$ cat config.mk
export PLATFORM = sky130hd
export DESIGN_NAME = scs_cmd_interp
export DESIGN_NICKNAME = d
export VERILOG_FILES = /design/src/scs_pkg.sv /design/src/scs_cmd_interp.sv /design/src/scs_err_queue.sv
export VERILOG_INCLUDE_DIRS = /design/src
export SDC_FILE = /design/constraint.sdc
export NUM_CORES = 1
export LEC_CHECK = 0
export BUFFER_PORTS_ARGS = -buffer_cell sky130_fd_sc_hd__buf_2
export CAP_MARGIN = 20
export CORE_UTILIZATION = 63
export DETAILED_ROUTE_END_ITERATION = 10
export HOLD_SLACK_MARGIN = 0.1
export PLACE_DENSITY = 0.81
export SETUP_SLACK_MARGIN = 0.05
export SYNTH_ARGS = -nofsm -noshare
export SYNTH_HDL_FRONTEND = slang
export SYNTH_SLANG_ARGS = --single-unit
export TNS_END_PERCENT = 20
$ cat constraint.sdc
create_clock -name i_clk_sys -period 6.38 [get_ports i_clk_sys]
set_input_delay 0.638 -clock i_clk_sys [delete_from_list [all_inputs] [get_ports i_clk_sys]]
set_output_delay 0.638 -clock i_clk_sys [all_outputs]
set_load 0.05 [all_outputs]
$ cat src/scs_defines.svh
/*
 Constants for the common and system command interpreter: opcodes, reply
 kinds, status bit positions, error codes, reset values and timing counts.
 Assumes it is included by bare name from the interpreter and the testbench.
 */
// What this block does
// Clear-status empties every event register and the error queue.
// Event-enable write loads the standard event enable; its query returns it.
// Event-status query returns the standard event register and clears it.
// Service-request-enable write loads that register; its query returns it.
// Status-byte query returns the present status byte.
// Identity query returns maker, model, serial and three-level firmware revision.
// Operation-complete sets its event bit only after pending operations finish.
// Operation-complete query queues ASCII 1 only after pending operations finish.
// While measurement trigger layers run, most commands are held back.
// On return to idle, an owed completion reply goes out before deferred commands run; the event bit is set in the first idle cycle.
// Reset restores defaults, drops pending commands and owed completion replies.
// Self-test query runs the test and queues its code, zero meaning pass.
// Wait command is accepted without error and does nothing.
// Beep sounds at once when the beeper is enabled; beeper state is settable and readable.
// Error query returns the next queued error code with its message.
// Version query reports SCPI level 1999.0.
// Date command sets year, month, day; its query returns them.
// Time command sets hour, minute, second; its query returns running time.
// Line frequency selects 50 or 60 Hz; its query reports it.
// A terminated command string returns the command path to root.
// Other line frequency values are refused, logged, setting kept.
`ifndef SCS_DEFINES_SVH
`define SCS_DEFINES_SVH

`define SCS_OP_CLS 5'h00
`define SCS_OP_ESE 5'h01
`define SCS_OP_ESEQ 5'h02
`define SCS_OP_ESRQ 5'h03
`define SCS_OP_IDNQ 5'h04
`define SCS_OP_OPC 5'h05
`define SCS_OP_OPCQ 5'h06
`define SCS_OP_RST 5'h07
`define SCS_OP_SRE 5'h08
`define SCS_OP_SREQ 5'h09
`define SCS_OP_STBQ 5'h0A
`define SCS_OP_TSTQ 5'h0B
`define SCS_OP_WAI 5'h0C
`define SCS_OP_BEEP 5'h0D
`define SCS_OP_BEEPST 5'h0E
`define SCS_OP_BEEPSTQ 5'h0F
`define SCS_OP_ERRQ 5'h10
`define SCS_OP_VERSQ 5'h11
`define SCS_OP_DATE 5'h12
`define SCS_OP_DATEQ 5'h13
`define SCS_OP_TIME 5'h14
`define SCS_OP_TIMEQ 5'h15
`define SCS_OP_LFR 5'h16
`define SCS_OP_LFRQ 5'h17

`define SCS_RK_NUM 4'h0
`define SCS_RK_BOOL 4'h1
`define SCS_RK_CHAR 4'h2
`define SCS_RK_IDN0 4'h3
`define SCS_RK_ERR 4'h7
`define SCS_RK_VERS 4'h8
`define SCS_RK_DATE 4'h9
`define SCS_RK_TIME 4'hA

`define SCS_ESR_OPC 0
`define SCS_ESR_EXE 4
`define SCS_ESR_CME 5
`define SCS_STB_EAV 2
`define SCS_STB_MAV 4
`define SCS_STB_ESB 5
`define SCS_STB_MSS 6

`define SCS_ERR_RANGE 16'hFF22
`define SCS_ERR_HEADER 16'hFF8F
`define SCS_ASCII_ONE 32'h0000_0031
`define SCS_VERSION 32'h07CF_0000
`define SCS_LFR_50 16'h0032
`define SCS_LFR_60 16'h003C
`define SCS_SEC_MAX 8'h3B
`define SCS_HOUR_MAX 8'h17
`define SCS_MONTH_MAX 8'h0C
`define SCS_DAY_MAX 8'h1F
`define SCS_BEEP_EN_RST 1'b1
`define SCS_LFR60_RST 1'b0

`define SCS_CLK_NS 100
`define SCS_SEC_NS 1000000000
`define SCS_SEC_CYCLES (`SCS_SEC_NS / `SCS_CLK_NS)

`endif

$ cat src/scs_pkg.sv
/*
 Types shared by the command interpreter.
 Assumes nothing of its surroundings.
 */
package scs_pkg;
  typedef enum logic [2:0] {
    ST_IDLE = 3'b001,
    ST_TEST = 3'b010,
    ST_IDN = 3'b100
  } scs_state_t;
endpackage

$ cat src/scs_cmd_interp.sv
/*
 Common and system command interpreter. Takes pre-parsed commands with up to
 three numeric arguments, executes them and hands replies out one at a time.
 Assumes an upstream parser supplies opcodes and a downstream formatter turns
 reply kinds and data into text; all inputs are on the system clock.
 */
`timescale 1ns/10ps
`include "scs_defines.svh"
module scs_cmd_interp #(
  parameter int SEC_CYCLES = `SCS_SEC_CYCLES,
  parameter logic [31:0] MFR_ID = 32'h0000_00A1,   // Arbitrary value
  parameter logic [31:0] MODEL_ID = 32'h0000_00B2, // Arbitrary value
  parameter logic [31:0] SERIAL_NO = 32'h0000_0001,
  parameter logic [23:0] FW_REV = 24'h01_00_00,
  parameter int ERRQ_DEPTH = 8
) (
  input wire logic i_clk_sys,               // System clock
  input wire logic i_reset_n,               // Async reset, active low
  input wire logic i_cmd_valid,             // Command offered
  output logic o_cmd_ready,                 // Command taken when valid too
  input wire logic [4:0] i_cmd_op,          // Command opcode
  input wire logic [15:0] i_cmd_arg0,       // First argument
  input wire logic [15:0] i_cmd_arg1,       // Second argument
  input wire logic [15:0] i_cmd_arg2,       // Third argument
  input wire logic i_cmd_end,               // Last command before terminator
  output logic o_resp_valid,                // Reply waiting
  input wire logic i_resp_ready,            // Reply consumed
  output logic [3:0] o_resp_kind,           // Reply format
  output logic [31:0] o_resp_data,          // Reply value
  input wire logic i_meas_active,           // Trigger layers running
  output logic o_selftest_start,            // Start self-test pulse
  input wire logic i_selftest_done,         // Self-test finished pulse
  input wire logic [7:0] i_selftest_code,   // Self-test result
  output logic o_inst_reset,                // Instrument default pulse
  output logic o_beep,                      // Beeper pulse
  output logic o_beeper_en,                 // Beeper enabled
  output logic o_line_freq_60,              // Mains 60 Hz, else 50 Hz
  output logic o_path_root,                 // Command path at root
  output logic [7:0] o_status_byte          // Status byte
);
  function automatic logic op_hit(input logic [4:0] op, input logic [4:0] code);
    return op == code;
  endfunction

  scs_pkg::scs_state_t st_q;
  scs_pkg::scs_state_t st_d;
  logic [7:0] esr_q, ese_q, sre_q;
  logic opc_pend_q, opcq_pend_q;
  logic tst_have_q;
  logic [7:0] tst_code_q;
  logic [1:0] idn_idx_q;
  logic resp_valid_q;
  logic [3:0] resp_kind_q;
  logic [31:0] resp_data_q;
  logic beep_q, beep_en_q, lfr60_q, root_q, rst_q, tst_start_q;
  logic [7:0] stb_q;
  logic [15:0] year_q;
  logic [7:0] month_q, day_q, hour_q, min_q, sec_q;
  logic [23:0] div_q;
  logic put_en;
  logic [3:0] put_kind;
  logic [31:0] put_data;
  logic [15:0] err_head;
  logic err_empty;

  wire logic idle_st = st_q == scs_pkg::ST_IDLE;
  wire logic slot_free = ~resp_valid_q | i_resp_ready;
  // Completion waits for the trigger layers and any running self-test
  wire logic flush_opc = opc_pend_q & ~i_meas_active & idle_st;
  wire logic flush_opcq = opcq_pend_q & ~i_meas_active & idle_st & slot_free;
  // Only reset and completion requests pass while measuring; the rest stall
  wire logic busy_ok = op_hit(i_cmd_op, `SCS_OP_RST) | op_hit(i_cmd_op, `SCS_OP_OPC)
                       | op_hit(i_cmd_op, `SCS_OP_OPCQ);
  assign o_cmd_ready = idle_st & slot_free & ~flush_opcq & (~i_meas_active | busy_ok);
  wire logic take = i_cmd_valid & o_cmd_ready;

  wire logic d_cls = take & op_hit(i_cmd_op, `SCS_OP_CLS);
  wire logic d_ese = take & op_hit(i_cmd_op, `SCS_OP_ESE);
  wire logic d_esrq = take & op_hit(i_cmd_op, `SCS_OP_ESRQ);
  wire logic d_idnq = take & op_hit(i_cmd_op, `SCS_OP_IDNQ);
  wire logic d_opc = take & op_hit(i_cmd_op, `SCS_OP_OPC);
  wire logic d_opcq = take & op_hit(i_cmd_op, `SCS_OP_OPCQ);
  wire logic d_rst = take & op_hit(i_cmd_op, `SCS_OP_RST);
  wire logic d_sre = take & op_hit(i_cmd_op, `SCS_OP_SRE);
  wire logic d_tstq = take & op_hit(i_cmd_op, `SCS_OP_TSTQ);
  wire logic d_beep = take & op_hit(i_cmd_op, `SCS_OP_BEEP);
  wire logic d_beepst = take & op_hit(i_cmd_op, `SCS_OP_BEEPST);
  wire logic d_errq = take & op_hit(i_cmd_op, `SCS_OP_ERRQ);
  wire logic d_date = take & op_hit(i_cmd_op, `SCS_OP_DATE);
  wire logic d_time = take & op_hit(i_cmd_op, `SCS_OP_TIME);
  wire logic d_lfr = take & op_hit(i_cmd_op, `SCS_OP_LFR);
  wire logic d_bad = take & (i_cmd_op > `SCS_OP_LFRQ);

  // Argument checks
  wire logic lfr_ok = i_cmd_arg0 == `SCS_LFR_50 || i_cmd_arg0 == `SCS_LFR_60;
  wire logic date_ok = i_cmd_arg1[7:0] != 8'h00 && i_cmd_arg1 <= {8'h00, `SCS_MONTH_MAX}
                       && i_cmd_arg2[7:0] != 8'h00 && i_cmd_arg2 <= {8'h00, `SCS_DAY_MAX};
  wire logic time_ok = i_cmd_arg0 <= {8'h00, `SCS_HOUR_MAX}
                       && i_cmd_arg1 <= {8'h00, `SCS_SEC_MAX}
                       && i_cmd_arg2 <= {8'h00, `SCS_SEC_MAX};
  wire logic arg_err = (d_lfr & ~lfr_ok) | (d_date & ~date_ok) | (d_time & ~time_ok);
  wire logic err_push = arg_err | d_bad;
  wire logic [15:0] err_code = d_bad ? `SCS_ERR_HEADER : `SCS_ERR_RANGE;

  // Standard event register: hardware sets win over read or clear
  logic [7:0] esr_set;
  always_comb begin
    esr_set = 8'h00;
    esr_set[`SCS_ESR_OPC] = flush_opc;
    esr_set[`SCS_ESR_EXE] = arg_err;
    esr_set[`SCS_ESR_CME] = d_bad;
  end
  wire logic esr_clr = d_cls | d_esrq;
  wire logic [7:0] esr_d = (esr_q & ~{8{esr_clr}}) | esr_set;

  // Status byte summary bits
  logic [7:0] stb_low;
  always_comb begin
    stb_low = 8'h00;
    stb_low[`SCS_STB_EAV] = ~err_empty;
    stb_low[`SCS_STB_MAV] = resp_valid_q;
    stb_low[`SCS_STB_ESB] = |(esr_q & ese_q);
  end
  wire logic mss = |(stb_low & sre_q);
  wire logic [7:0] stb = stb_low | (8'h01 << `SCS_STB_MSS) & {8{mss}};

  // One-second enable for the time-of-day clock
  wire logic sec_tick = div_q == 24'(SEC_CYCLES - 1);

  // Reply source selection, one reply per cycle
  always_comb begin
    put_en = 1'b0;
    put_kind = `SCS_RK_NUM;
    put_data = 32'h0000_0000;
    if (flush_opcq) begin
      put_en = 1'b1;
      put_kind = `SCS_RK_CHAR;
      put_data = `SCS_ASCII_ONE;
    end else if (st_q == scs_pkg::ST_TEST && tst_have_q && slot_free) begin
      put_en = 1'b1;
      put_data = {24'h00_0000, tst_code_q};
    end else if (st_q == scs_pkg::ST_IDN && slot_free) begin
      put_en = 1'b1;
      put_kind = `SCS_RK_IDN0 + {2'b00, idn_idx_q};
      case (idn_idx_q)
        2'd0: put_data = MFR_ID;
        2'd1: put_data = MODEL_ID;
        2'd2: put_data = SERIAL_NO;
        default: put_data = {8'h00, FW_REV};
      endcase
    end else if (take) begin
      put_en = 1'b1;
      case (i_cmd_op)
        `SCS_OP_ESEQ: put_data = {24'h00_0000, ese_q};
        `SCS_OP_ESRQ: put_data = {24'h00_0000, esr_q};
        `SCS_OP_SREQ: put_data = {24'h00_0000, sre_q};
        `SCS_OP_STBQ: put_data = {24'h00_0000, stb};
        `SCS_OP_BEEPSTQ: begin
          put_kind = `SCS_RK_BOOL;
          put_data = {31'h0000_0000, beep_en_q};
        end
        `SCS_OP_ERRQ: begin
          put_kind = `SCS_RK_ERR;
          put_data = {16'h0000, err_empty ? 16'h0000 : err_head};
        end
        `SCS_OP_VERSQ: begin
          put_kind = `SCS_RK_VERS;
          put_data = `SCS_VERSION;
        end
        `SCS_OP_DATEQ: begin
          put_kind = `SCS_RK_DATE;
          put_data = {year_q, month_q, day_q};
        end
        `SCS_OP_TIMEQ: begin
          put_kind = `SCS_RK_TIME;
          put_data = {8'h00, hour_q, min_q, sec_q};
        end
        `SCS_OP_LFRQ: put_data = {16'h0000, lfr60_q ? `SCS_LFR_60 : `SCS_LFR_50};
        default: put_en = 1'b0;
      endcase
    end
  end

  // Sequencer for multi-step replies
  always_comb begin
    st_d = st_q;
    case (st_q)
      scs_pkg::ST_IDLE: begin
        if (d_tstq) begin
          st_d = scs_pkg::ST_TEST;
        end else if (d_idnq) begin
          st_d = scs_pkg::ST_IDN;
        end
      end
      scs_pkg::ST_TEST: begin
        if (tst_have_q && slot_free) begin
          st_d = scs_pkg::ST_IDLE;
        end
      end
      scs_pkg::ST_IDN: begin
        if (slot_free && idn_idx_q == 2'd3) begin
          st_d = scs_pkg::ST_IDLE;
        end
      end
      default: st_d = scs_pkg::ST_IDLE;
    endcase
  end

  always_ff @(posedge i_clk_sys or negedge i_reset_n) begin
    if (!i_reset_n) begin
      st_q <= scs_pkg::ST_IDLE;
      idn_idx_q <= 2'd0;
      tst_have_q <= 1'b0;
      tst_code_q <= 8'h00;
    end else begin
      st_q <= st_d;
      if (st_q == scs_pkg::ST_IDN && slot_free) begin
        idn_idx_q <= idn_idx_q + 2'd1;
      end
      if (d_tstq) begin
        tst_have_q <= 1'b0;
      end else if (st_q == scs_pkg::ST_TEST && i_selftest_done) begin
        tst_have_q <= 1'b1;
        tst_code_q <= i_selftest_code;
      end
    end
  end

  // Status and completion state
  always_ff @(posedge i_clk_sys or negedge i_reset_n) begin
    if (!i_reset_n) begin
      esr_q <= 8'h00;
      ese_q <= 8'h00;
      sre_q <= 8'h00;
      opc_pend_q <= 1'b0;
      opcq_pend_q <= 1'b0;
      stb_q <= 8'h00;
    end else begin
      esr_q <= esr_d;
      stb_q <= stb;
      if (d_ese) begin
        ese_q <= i_cmd_arg0[7:0];
      end
      if (d_sre) begin
        sre_q <= i_cmd_arg0[7:0];
      end
      // Reset drops any completion still owed
      if (d_rst) begin
        opc_pend_q <= 1'b0;
        opcq_pend_q <= 1'b0;
      end else begin
        opc_pend_q <= d_opc | (opc_pend_q & ~flush_opc);
        opcq_pend_q <= d_opcq | (opcq_pend_q & ~flush_opcq);
      end
    end
  end

  // Reply register, held until consumed
  always_ff @(posedge i_clk_sys or negedge i_reset_n) begin
    if (!i_reset_n) begin
      resp_valid_q <= 1'b0;
      resp_kind_q <= `SCS_RK_NUM;
      resp_data_q <= 32'h0000_0000;
    end else if (put_en) begin
      resp_valid_q <= 1'b1;
      resp_kind_q <= put_kind;
      resp_data_q <= put_data;
    end else if (i_resp_ready) begin
      resp_valid_q <= 1'b0;
    end
  end

  // Settings and pulses; the wait command falls through untouched
  always_ff @(posedge i_clk_sys or negedge i_reset_n) begin
    if (!i_reset_n) begin
      beep_q <= 1'b0;
      beep_en_q <= `SCS_BEEP_EN_RST;
      lfr60_q <= `SCS_LFR60_RST;
      root_q <= 1'b1;
      rst_q <= 1'b0;
      tst_start_q <= 1'b0;
    end else begin
      beep_q <= d_beep & beep_en_q;
      rst_q <= d_rst;
      tst_start_q <= d_tstq;
      if (take) begin
        root_q <= i_cmd_end;
      end
      if (d_rst) begin
        beep_en_q <= `SCS_BEEP_EN_RST;
        lfr60_q <= `SCS_LFR60_RST;
      end else begin
        if (d_beepst) begin
          beep_en_q <= i_cmd_arg0 != 16'h0000;
        end
        if (d_lfr && lfr_ok) begin
          lfr60_q <= i_cmd_arg0 == `SCS_LFR_60;
        end
      end
    end
  end

  // Calendar and running time of day; midnight does not advance the date
  always_ff @(posedge i_clk_sys or negedge i_reset_n) begin
    if (!i_reset_n) begin
      year_q <= 16'h0000;
      month_q <= 8'h01;
      day_q <= 8'h01;
      hour_q <= 8'h00;
      min_q <= 8'h00;
      sec_q <= 8'h00;
      div_q <= 24'h00_0000;
    end else begin
      if (d_date && date_ok) begin
        year_q <= i_cmd_arg0;
        month_q <= i_cmd_arg1[7:0];
        day_q <= i_cmd_arg2[7:0];
      end
      if (d_time && time_ok) begin
        hour_q <= i_cmd_arg0[7:0];
        min_q <= i_cmd_arg1[7:0];
        sec_q <= i_cmd_arg2[7:0];
        div_q <= 24'h00_0000;
      end else begin
        div_q <= sec_tick ? 24'h00_0000 : div_q + 24'h00_0001;
        if (sec_tick) begin
          sec_q <= (sec_q == `SCS_SEC_MAX) ? 8'h00 : sec_q + 8'h01;
          if (sec_q == `SCS_SEC_MAX) begin
            min_q <= (min_q == `SCS_SEC_MAX) ? 8'h00 : min_q + 8'h01;
            if (min_q == `SCS_SEC_MAX) begin
              hour_q <= (hour_q == `SCS_HOUR_MAX) ? 8'h00 : hour_q + 8'h01;
            end
          end
        end
      end
    end
  end

  scs_err_queue #(
    .W(16),
    .DEPTH(ERRQ_DEPTH)
  ) u_errq (
    .i_clk_sys(i_clk_sys),
    .i_reset_n(i_reset_n),
    .i_push(err_push),
    .i_push_code(err_code),
    .i_pop(d_errq),
    .i_clear(d_cls),
    .o_head(err_head),
    .o_empty(err_empty)
  );

  assign o_resp_valid = resp_valid_q;
  assign o_resp_kind = resp_kind_q;
  assign o_resp_data = resp_data_q;
  assign o_selftest_start = tst_start_q;
  assign o_inst_reset = rst_q;
  assign o_beep = beep_q;
  assign o_beeper_en = beep_en_q;
  assign o_line_freq_60 = lfr60_q;
  assign o_path_root = root_q;
  assign o_status_byte = stb_q;

  property p_cls_clear;
    @(posedge i_clk_sys) disable iff (!i_reset_n)
    d_cls && esr_set == 8'h00 && !err_push |=> esr_q == 8'h00 && err_empty;
  endproperty
  a_cls_clear: assert property (p_cls_clear) else $error("clear left status set");

  property p_ese_load;
    @(posedge i_clk_sys) disable iff (!i_reset_n)
    d_ese |=> ese_q == $past(i_cmd_arg0[7:0]) ##1 (ese_q == $past(ese_q) || $past(d_ese));
  endproperty
  a_ese_load: assert property (p_ese_load) else $error("event enable not loaded");

  property p_esr_read;
    @(posedge i_clk_sys) disable iff (!i_reset_n)
    d_esrq |=> o_resp_valid && o_resp_data[7:0] == $past(esr_q) && esr_q == $past(esr_set);
  endproperty
  a_esr_read: assert property (p_esr_read) else $error("event read wrong");

  property p_sre_load;
    @(posedge i_clk_sys) disable iff (!i_reset_n)
    d_sre |=> sre_q == $past(i_cmd_arg0[7:0]);
  endproperty
  a_sre_load: assert property (p_sre_load) else $error("request enable not loaded");

  property p_stb_read;
    @(posedge i_clk_sys) disable iff (!i_reset_n)
    take && op_hit(i_cmd_op, `SCS_OP_STBQ) |=> o_resp_data[7:0] == o_status_byte;
  endproperty
  a_stb_read: assert property (p_stb_read) else $error("status byte reply wrong");

  property p_opc_hold;
    @(posedge i_clk_sys) disable iff (!i_reset_n)
    i_meas_active && !esr_q[`SCS_ESR_OPC] |=> !esr_q[`SCS_ESR_OPC];
  endproperty
  a_opc_hold: assert property (p_opc_hold) else $error("completion set while busy");

  property p_opcq_one;
    @(posedge i_clk_sys) disable iff (!i_reset_n)
    d_opcq ##1 (!i_meas_active && idle_st && slot_free) |=> o_resp_data == `SCS_ASCII_ONE;
  endproperty
  a_opcq_one: assert property (p_opcq_one) else $error("no completion reply");

  property p_defer;
    @(posedge i_clk_sys) disable iff (!i_reset_n)
    i_meas_active && !busy_ok |-> !o_cmd_ready;
  endproperty
  a_defer: assert property (p_defer) else $error("command run while measuring");

  property p_rst_drop;
    @(posedge i_clk_sys) disable iff (!i_reset_n)
    d_rst |=> !opc_pend_q && !opcq_pend_q && o_inst_reset && o_beeper_en;
  endproperty
  a_rst_drop: assert property (p_rst_drop) else $error("reset kept pending work");

  property p_lfr_bad;
    @(posedge i_clk_sys) disable iff (!i_reset_n)
    d_lfr && !lfr_ok |=> o_line_freq_60 == $past(o_line_freq_60) && esr_q[`SCS_ESR_EXE];
  endproperty
  a_lfr_bad: assert property (p_lfr_bad) else $error("bad line frequency taken");

  c_opc_deferred: cover property (@(posedge i_clk_sys) d_opc && i_meas_active ##[1:20] flush_opc);
  c_idn: cover property (@(posedge i_clk_sys) d_idnq ##[4:20] idle_st);
  c_test: cover property (@(posedge i_clk_sys) d_tstq ##[1:50] st_d == scs_pkg::ST_IDLE);
endmodule

$ cat src/scs_err_queue.sv
/*
 Error queue: a small FIFO of signed error codes with a clear input.
 Assumes DEPTH is a power of two so pointers wrap by themselves.
 */
`timescale 1ns/10ps
module scs_err_queue #(
  parameter int W = 16,
  parameter int DEPTH = 8
) (
  input wire logic i_clk_sys,           // System clock
  input wire logic i_reset_n,           // Async reset, active low
  input wire logic i_push,              // Add an error code
  input wire logic [W-1:0] i_push_code, // Code to add
  input wire logic i_pop,               // Drop the head entry
  input wire logic i_clear,             // Empty the queue
  output logic [W-1:0] o_head,          // Head entry
  output logic o_empty                  // Queue holds nothing
);
  localparam int AW = $clog2(DEPTH);
  logic [W-1:0] mem [DEPTH];
  logic [AW-1:0] rd_q;
  logic [AW-1:0] wr_q;
  logic [AW:0] cnt_q;
  wire logic full = cnt_q == (AW+1)'(DEPTH);
  // When full, newer errors are lost and the older ones kept
  wire logic push_ok = i_push & (i_clear | ~full);
  wire logic pop_ok = i_pop & ~o_empty & ~i_clear;
  wire logic [AW-1:0] wr_at = i_clear ? '0 : wr_q;

  assign o_empty = cnt_q == '0;
  assign o_head = mem[rd_q];

  always_ff @(posedge i_clk_sys) begin
    if (push_ok) begin
      mem[wr_at] <= i_push_code;
    end
  end

  always_ff @(posedge i_clk_sys or negedge i_reset_n) begin
    if (!i_reset_n) begin
      rd_q <= '0;
      wr_q <= '0;
      cnt_q <= '0;
    end else if (i_clear) begin
      // An error raised in the clearing cycle survives the clear
      rd_q <= '0;
      wr_q <= AW'(push_ok);
      cnt_q <= (AW+1)'(push_ok);
    end else begin
      rd_q <= rd_q + AW'(pop_ok);
      wr_q <= wr_q + AW'(push_ok);
      cnt_q <= cnt_q + (AW+1)'(push_ok) - (AW+1)'(pop_ok);
    end
  end
endmodule

Word-level counts from Yosys, hierarchy flattened
Memories as Yosys holds them, arrays and structs flattened.
Cells that the tools add are included.
{"block": "word_totals", "reg_bits": 180, "ram_bits": 64, "inputBits": 68, "output_inout_bits": 52, "word_cells": 235, "mem_count": 1}
{"block": "classes", "n_addsub": 10, "n_lt_le_gt_ge": 6, "eq_ne": 38, "muxes": 54, "bitwise": 62, "reduce_logical": 35}
{"memory": "u_errq.mem", "depth": 8, "width": 8, "read_ports": 1, "rd_ports_with_merged_regs": 0, "wr": 1, "line": "scs_err_queue.sv:20", "text": "logic [W-1:0] mem [DEPTH];"}
{"op": "32-bit one-hot mux with 10 select lines", "n": 1}
{"op": "32-bit two-way mux", "n": 4}
{"op": "8-bit two-way mux", "n": 13}
{"op": "17-bit one-hot mux with 3 select lines", "n": 1}
{"op": "24-bit two-way mux", "n": 2}
{"op": "5-bit equality test, second input constant", "n": 8}
{"op": "5-bit by 4-bit equality test with 1-bit output, second input constant", "n": 7}
{"op": "1-bit bitwise AND", "n": 34}
{"op": "16-bit by 6-bit equality test with 1-bit output, second input constant", "n": 2}
{"op": "16-bit by 5-bit <= comparator with 1-bit output, second input constant", "n": 2}
{"op": "16-bit by 6-bit <= comparator with 1-bit output, second input constant", "n": 2}
{"op": "24-bit by 1-bit adder with 24-bit output, second input constant", "n": 1}
{"op": "8-bit by 1-bit adder with 8-bit output, second input constant", "n": 3}
{"op": "24-bit equality test, second input constant", "n": 1}
{"op": "4-bit two-way mux", "n": 6}
{"op": "3-bit two-way mux", "n": 7}
{"op": "5-bit by 3-bit equality test with 1-bit output, second input constant", "n": 4}
{"op": "4-bit one-hot mux with 5 select lines", "n": 1}
{"op": "1-bit two-way mux", "n": 17}
{"op": "8-bit bitwise AND", "n": 2}
{"op": "8-bit by 6-bit equality test with 1-bit output, second input constant", "n": 2}
{"op": "16-bit by 4-bit <= comparator with 1-bit output, second input constant", "n": 1}
{"op": "16-bit two-way mux", "n": 1}
{"op": "16-bit nonzero test", "n": 1}
{"op": "35 further kinds", "n": 82}

Depth between registers and ports, before layout
{"block": "depth", "word_depth": 17, "mapped_depth": 13, "depth_no_buf": 12}

By module
From an unflattened synthesis, not the netlist that was laid out.
{"block": "hier_totals", "cells_unflattened": 1081, "area_unflattened_um2": 13914.6}
{"mod": "scs_cmd_interp", "instances": 1, "cells_per_inst": 828, "area_each_um2": 8355.5, "seq_area_each_um2": 4185.3}
{"mod": "scs_err_queue", "instances": 1, "cells_per_inst": 253, "area_each_um2": 5559.1, "seq_area_each_um2": 4093.9}

Worst setup path after synthesis
Ideal clock, no wire load.
{"block": "synth_timing", "path_kind": "input to register", "start": "input port i_cmd_op[0]", "end": "register u_errq.cnt_q[1]", "arrival_ns": 3.048, "required_time_ns": 6.228, "slack_ns": 3.180, "stages": 10, "n_path_buf": 2, "cell_sequence": "clkbuf_1 -> o21ai_0 -> nor3b_1 -> o21a_1 -> nand3_1 -> clkbuf_1 -> a21oi_1 -> ha_1 -> fa_1 -> nor2b_1"}
{"block": "synth_via", "elab_chain_cells": 15, "elab_cells_between_ends": 34, "classes_between": "add/sub (2); order compare (1); eq/ne (7); mux (1); bitwise (22); reduce/logical (1)"}
{"element": "start, declared", "line": "scs_cmd_interp.sv:21", "text": "input wire logic [4:0] i_cmd_op,"}
{"element": "5-bit by 3-bit equality test with 1-bit output", "line": "scs_cmd_interp.sv:42", "text": "return op == code;"}
{"element": "1-bit OR (2 in a row)", "line": "scs_cmd_interp.sv:72", "text": "wire logic busy_ok = op_hit(i_cmd_op, `SCS_OP_RST) | op_hit(i_cmd_op, `SCS_OP_OPC)"}
{"element": "1-bit OR", "line": "scs_cmd_interp.sv:74", "text": "assign o_cmd_ready = idle_st & slot_free & ~flush_opcq & (~i_meas_active | busy_ok);"}
{"element": "1-bit bitwise AND", "line": "scs_cmd_interp.sv:74"}
{"element": "1-bit bitwise AND", "line": "scs_cmd_interp.sv:75", "text": "wire logic take = i_cmd_valid & o_cmd_ready;"}
{"element": "1-bit bitwise AND (on tied branches)", "line": "scs_cmd_interp.sv:91, scs_cmd_interp.sv:89"}
{"element": "1-bit bitwise AND", "line": "scs_cmd_interp.sv:101", "text": "wire logic arg_err = (d_lfr & ~lfr_ok) | (d_date & ~date_ok) | (d_time & ~time_ok);"}
{"element": "1-bit OR (2 in a row)", "line": "scs_cmd_interp.sv:101"}
{"element": "1-bit OR", "line": "scs_cmd_interp.sv:102", "text": "wire logic err_push = arg_err | d_bad;"}
{"element": "1-bit bitwise AND", "line": "scs_err_queue.sv:26", "text": "wire logic push_ok = i_push & (i_clear | ~full);"}
{"element": "4-bit by 1-bit adder with 4-bit output", "line": "scs_err_queue.sv:52", "text": "cnt_q <= cnt_q + (AW+1)'(push_ok) - (AW+1)'(pop_ok);"}
{"element": "4-bit by 1-bit subtractor with 4-bit output", "line": "scs_err_queue.sv:52"}
{"element": "4-bit two-way mux *", "line": "scs_err_queue.sv:44", "text": "end else if (i_clear) begin"}
{"element": "end signal, assigned", "line": "scs_err_queue.sv:48", "text": "cnt_q <= (AW+1)'(push_ok);"}
{"element": "end signal, assigned", "line": "scs_err_queue.sv:52"}
{"element": "end, declared", "line": "scs_err_queue.sv:23", "text": "logic [AW:0] cnt_q;"}
Mark *: on every way between the ends. The rest lies on a longest branch, timed or not.
A chain may end at the register's enable or synchronous reset.

Final worst setup path
{"block": "layout_timing", "start": "input port i_cmd_op[2]", "end": "register u_errq.cnt_q[1]"}
Same word-level chain as after synthesis.

==> metrics.md <==
| Metric | Value |
|---|---|
| Vias/cell | `6.46` |
| Grt ovf | `0` |
| Total wire length | `25700 um` |
| Critical path class | `input port to register` |
| IO Count | `120` |
| Pwr dens | `274 nW/um^2` |
| Fin. max-slew vios | `0` |
| Psw | `900 uW` |
| CP Launch Type | `input port` |
| Clk sink count | `193` |
| Final core occ | `73.8%` |
| Resize count post-CTS | `0` |
| Clock-pin slew on the worst setup and hold paths | `0.07 ns` |
| Root buffer cell | `clkbuf_16` |
| Clock group share of total power | `37.5%` |
| Yosys top cell area share | `43.0%` |
| Period minus WS final | `3.52 ns` |
| FFs w/ async S/R, synth | `91.7%` |
| Gate power share | `17.1%` |
| GR Util met1 | `44.2%` |
| Net Sw Frac | `29.0%` |
| Endpoint class of the critical path | `register` |
| Largest family of logic cells by synthesized area | `simple AND/OR/NAND/NOR gates` |
| TritonCTS clock tree | `yes` |
| Sequential area share after synthesis | `49.1%` |
| Post-synth EDFFs | `16` |
| Seq cells post-synth | `193` |
| Pleak | `0.00512 uW` |
| Worst Path Required | `6.71 ns` |
| Final nets | `1124` |
| Synth cell count leaders | `dfrtp_1 (172), nand2_1 (78), nor2_1 (67)` |
| P&R area growth vs syn | `13.3%` |
| Syn avg cell area | `10.6 um^2` |
| Non-filler cells, final | `1261` |
| Post-CTS Hold Buffers | `0` |
| Internal | `2210 uW` |
| Sequential power share | `45.4%` |
| Synth warn | `0` |
| Synth Area in XOR/XNOR | `2.45%` |
| Placed insts | `1228` |
| Largest net degree at the start of global routing | `104` |
| First-pass GRT wire length | `41400 um` |
| Share of layout cells above drive strength 1 | `22.6%` |
| Routability-driven placement congestion ratio | `0.985` |
| # Post-CTS Setup Buffers | `0` |
| Core Area | `15400 um^2` |
| WL per Instance | `20.4 um` |
| Gr usage total | `33.1%` |
| Number of buffers created by CTS | `17` |
| Outcome | `complete, no violations` |
| GR peak layer | `met2` |
| Initial DRC Count | `909` |
| Fin crit share | `55.2%` |
| Simple-Gate Fraction of Synth Area | `19.8%` |
| Final hold viol count | `0` |
| Area contributors post-synth | `dfrtp_1 (43%), mux2_2 (7.2%), edfxtp_1 (4.8%)` |
| Die Y | `128 um` |
| Min Hold Slack | `0.297 ns` |
| Hold Crit Class | `input port to async pin` |
| Die W | `128 um` |
| Cells after Synth | `948` |
| Finish-stage setup viols | `0` |
| Die area | `16400 um^2` |
| Reg2Reg Depth | `8` |
| Met3 Use GR | `7.47%` |
| Slew @ Worst Pin | `0.935 ns` |
| Filler Cell Count | `1097` |
| Vias in the first global route | `7855` |
| Starting density of the core | `65.1%` |
| Worst VDD drop | `197 uV` |
| Max-slew headroom | `37.7%` |
| Synth unique cells | `79` |
| Yosys top cell by area | `dfrtp_1` |
| RSZ-0062 raised after global routing | `no` |
| Initial antenna violation count | `0` |
| Top-count cell post-synth | `dfrtp_1` |
| Number of max-cap violations | `0` |
| Setup_tns | `0 ns` |
| Vias | `8152` |
| Clk_lat worst skew | `0.44 ns` |
| Input/output buffers | `115` |
| Compound-cell area share of the yosys netlist | `11.9%` |
| Layout Skew | `0.00892 ns` |
| DP HPWL | `18100 um` |
| H-tree Lvls | `4` |
| Fmax | `284 MHz` |
| Row Count | `45` |
| Post-Synth Adder-Cell Area | `2.58%` |
| Drt first pass iters | `8` |
| # DRC | `0` |
| CP max FO | `27` |
| Syn Std Cell Area | `10000 um^2` |
| M2 GR Usage | `52.7%` |
| Multiplexer share of the synthesized area | `11.0%` |
| Critical path arrival | `3.85 ns` |
| CTS Buffer Depth | `2` |
| Antenna-violating nets left | `0` |
| Synth Flop Type | `dfrtp_1` |
power groups by stage:
stage	registers (uW)	clock network, uW	logic, uW
after floorplan	1520	0	274
final	1410	1170	532
after global routing	1420	1220	582
after CTS	1410	1180	534
after detailed placement	1430	0	527
after global placement	1430	0	513
final timing paths:
path                            slack [ns]                to          from
worst max-delay path                  2.86   u_errq.cnt_q[1]   i_cmd_op[2]
worst min-delay path                  0.30  o_selftest_start     i_reset_n
worst max register to register        3.02   u_errq.cnt_q[1]  o_resp_valid
worst min register to register        0.47       o_path_root   o_path_root
max in group asynchronous             4.62          ese_q[2]     i_reset_n
min in group i_clk_sys                0.41       o_path_root     i_cmd_end
cell usage in the layout (no fill, tap or decap), types with 10 or more instances in the layout:
cell type  count
mux2_2        64
nor2b_1       13
nand2b_1      10
nor4_1        17
ha_1          19
nand2_1       78
nand3_1       30
nor2_1        67
nor3_1        22
a22oi_1       19
a21oi_1       26
clkbuf_16     17
or4_1         13
dfrtp_1      172
buf_2        114
xnor2_1       20
and2_1        23
inv_1         18
o21ai_0       24
and3_1        20
nand4_1       22
edfxtp_1      16
mux2i_1       29
or3_1         10
cell families after synthesis:
family                     count (synthesis)
and+or+nand+nor                          369
DFF                                      193
AOI/OAI and AO/OA                        165
muxes                                     97
buffers and inverters                     75
xor gates and xnor gates                  28
adders and majority gates                 20
other                                      1
critical path, stage by stage:
cell and delay [ns]:
buf_2 0.41, nor3b_1 0.26, nor3b_1 0.66, o21a_1 0.21, nand3_1 0.46, a21oi_1 0.42, ha_1 0.24, fa_1 0.40
nor2b_1 0.13
area by class of cell:
cell class	instances	area [um^2]	area share (%)
Inverter	18	67.6	0.596
Antenna cell	1	2.50	0.0221
Clock inverter	12	205	1.81
Tap cell	211	264	2.33
Clock buffer	20	437	3.85
Sequential cell	193	4920	43.4
Timing Repair Buffer	123	642	5.66
Multi-Input combinational cell	683	4800	42.4
metrics by stage:
stage          setup WS, ns  cell area, um^2  total power [uW]
6_report               2.86            11300              3110
5_1_grt                2.55            11300              3220
4_1_cts                2.93            11300              3120
3_5_place_dp           2.52            10700              1960
3_3_place_gp           2.61            10700              1940
2_1_floorplan          3.18            10000              1790
registers in the layout, summed over array words and instances (netlist names), 16 cells and up:
signal and cells:
div_q 24, o_resp_data 32, year_q 16, u_errq.mem 16
layer usage:
| metal | vias up | wire length (um) | part of all wire [%] |
|---|---|---|---|
| li1 | 3694 | - | - |
| met1 | 4014 | 10600 | 41 |
| met2 | 380 | 12300 | 48 |
| met3 | 64 | 2000 | 7.8 |
| met4 | 0 | 776 | 3.0 |
| met5 | - | 0 | 0 |
No activity file was read; power rests on OpenSTA's default activity.
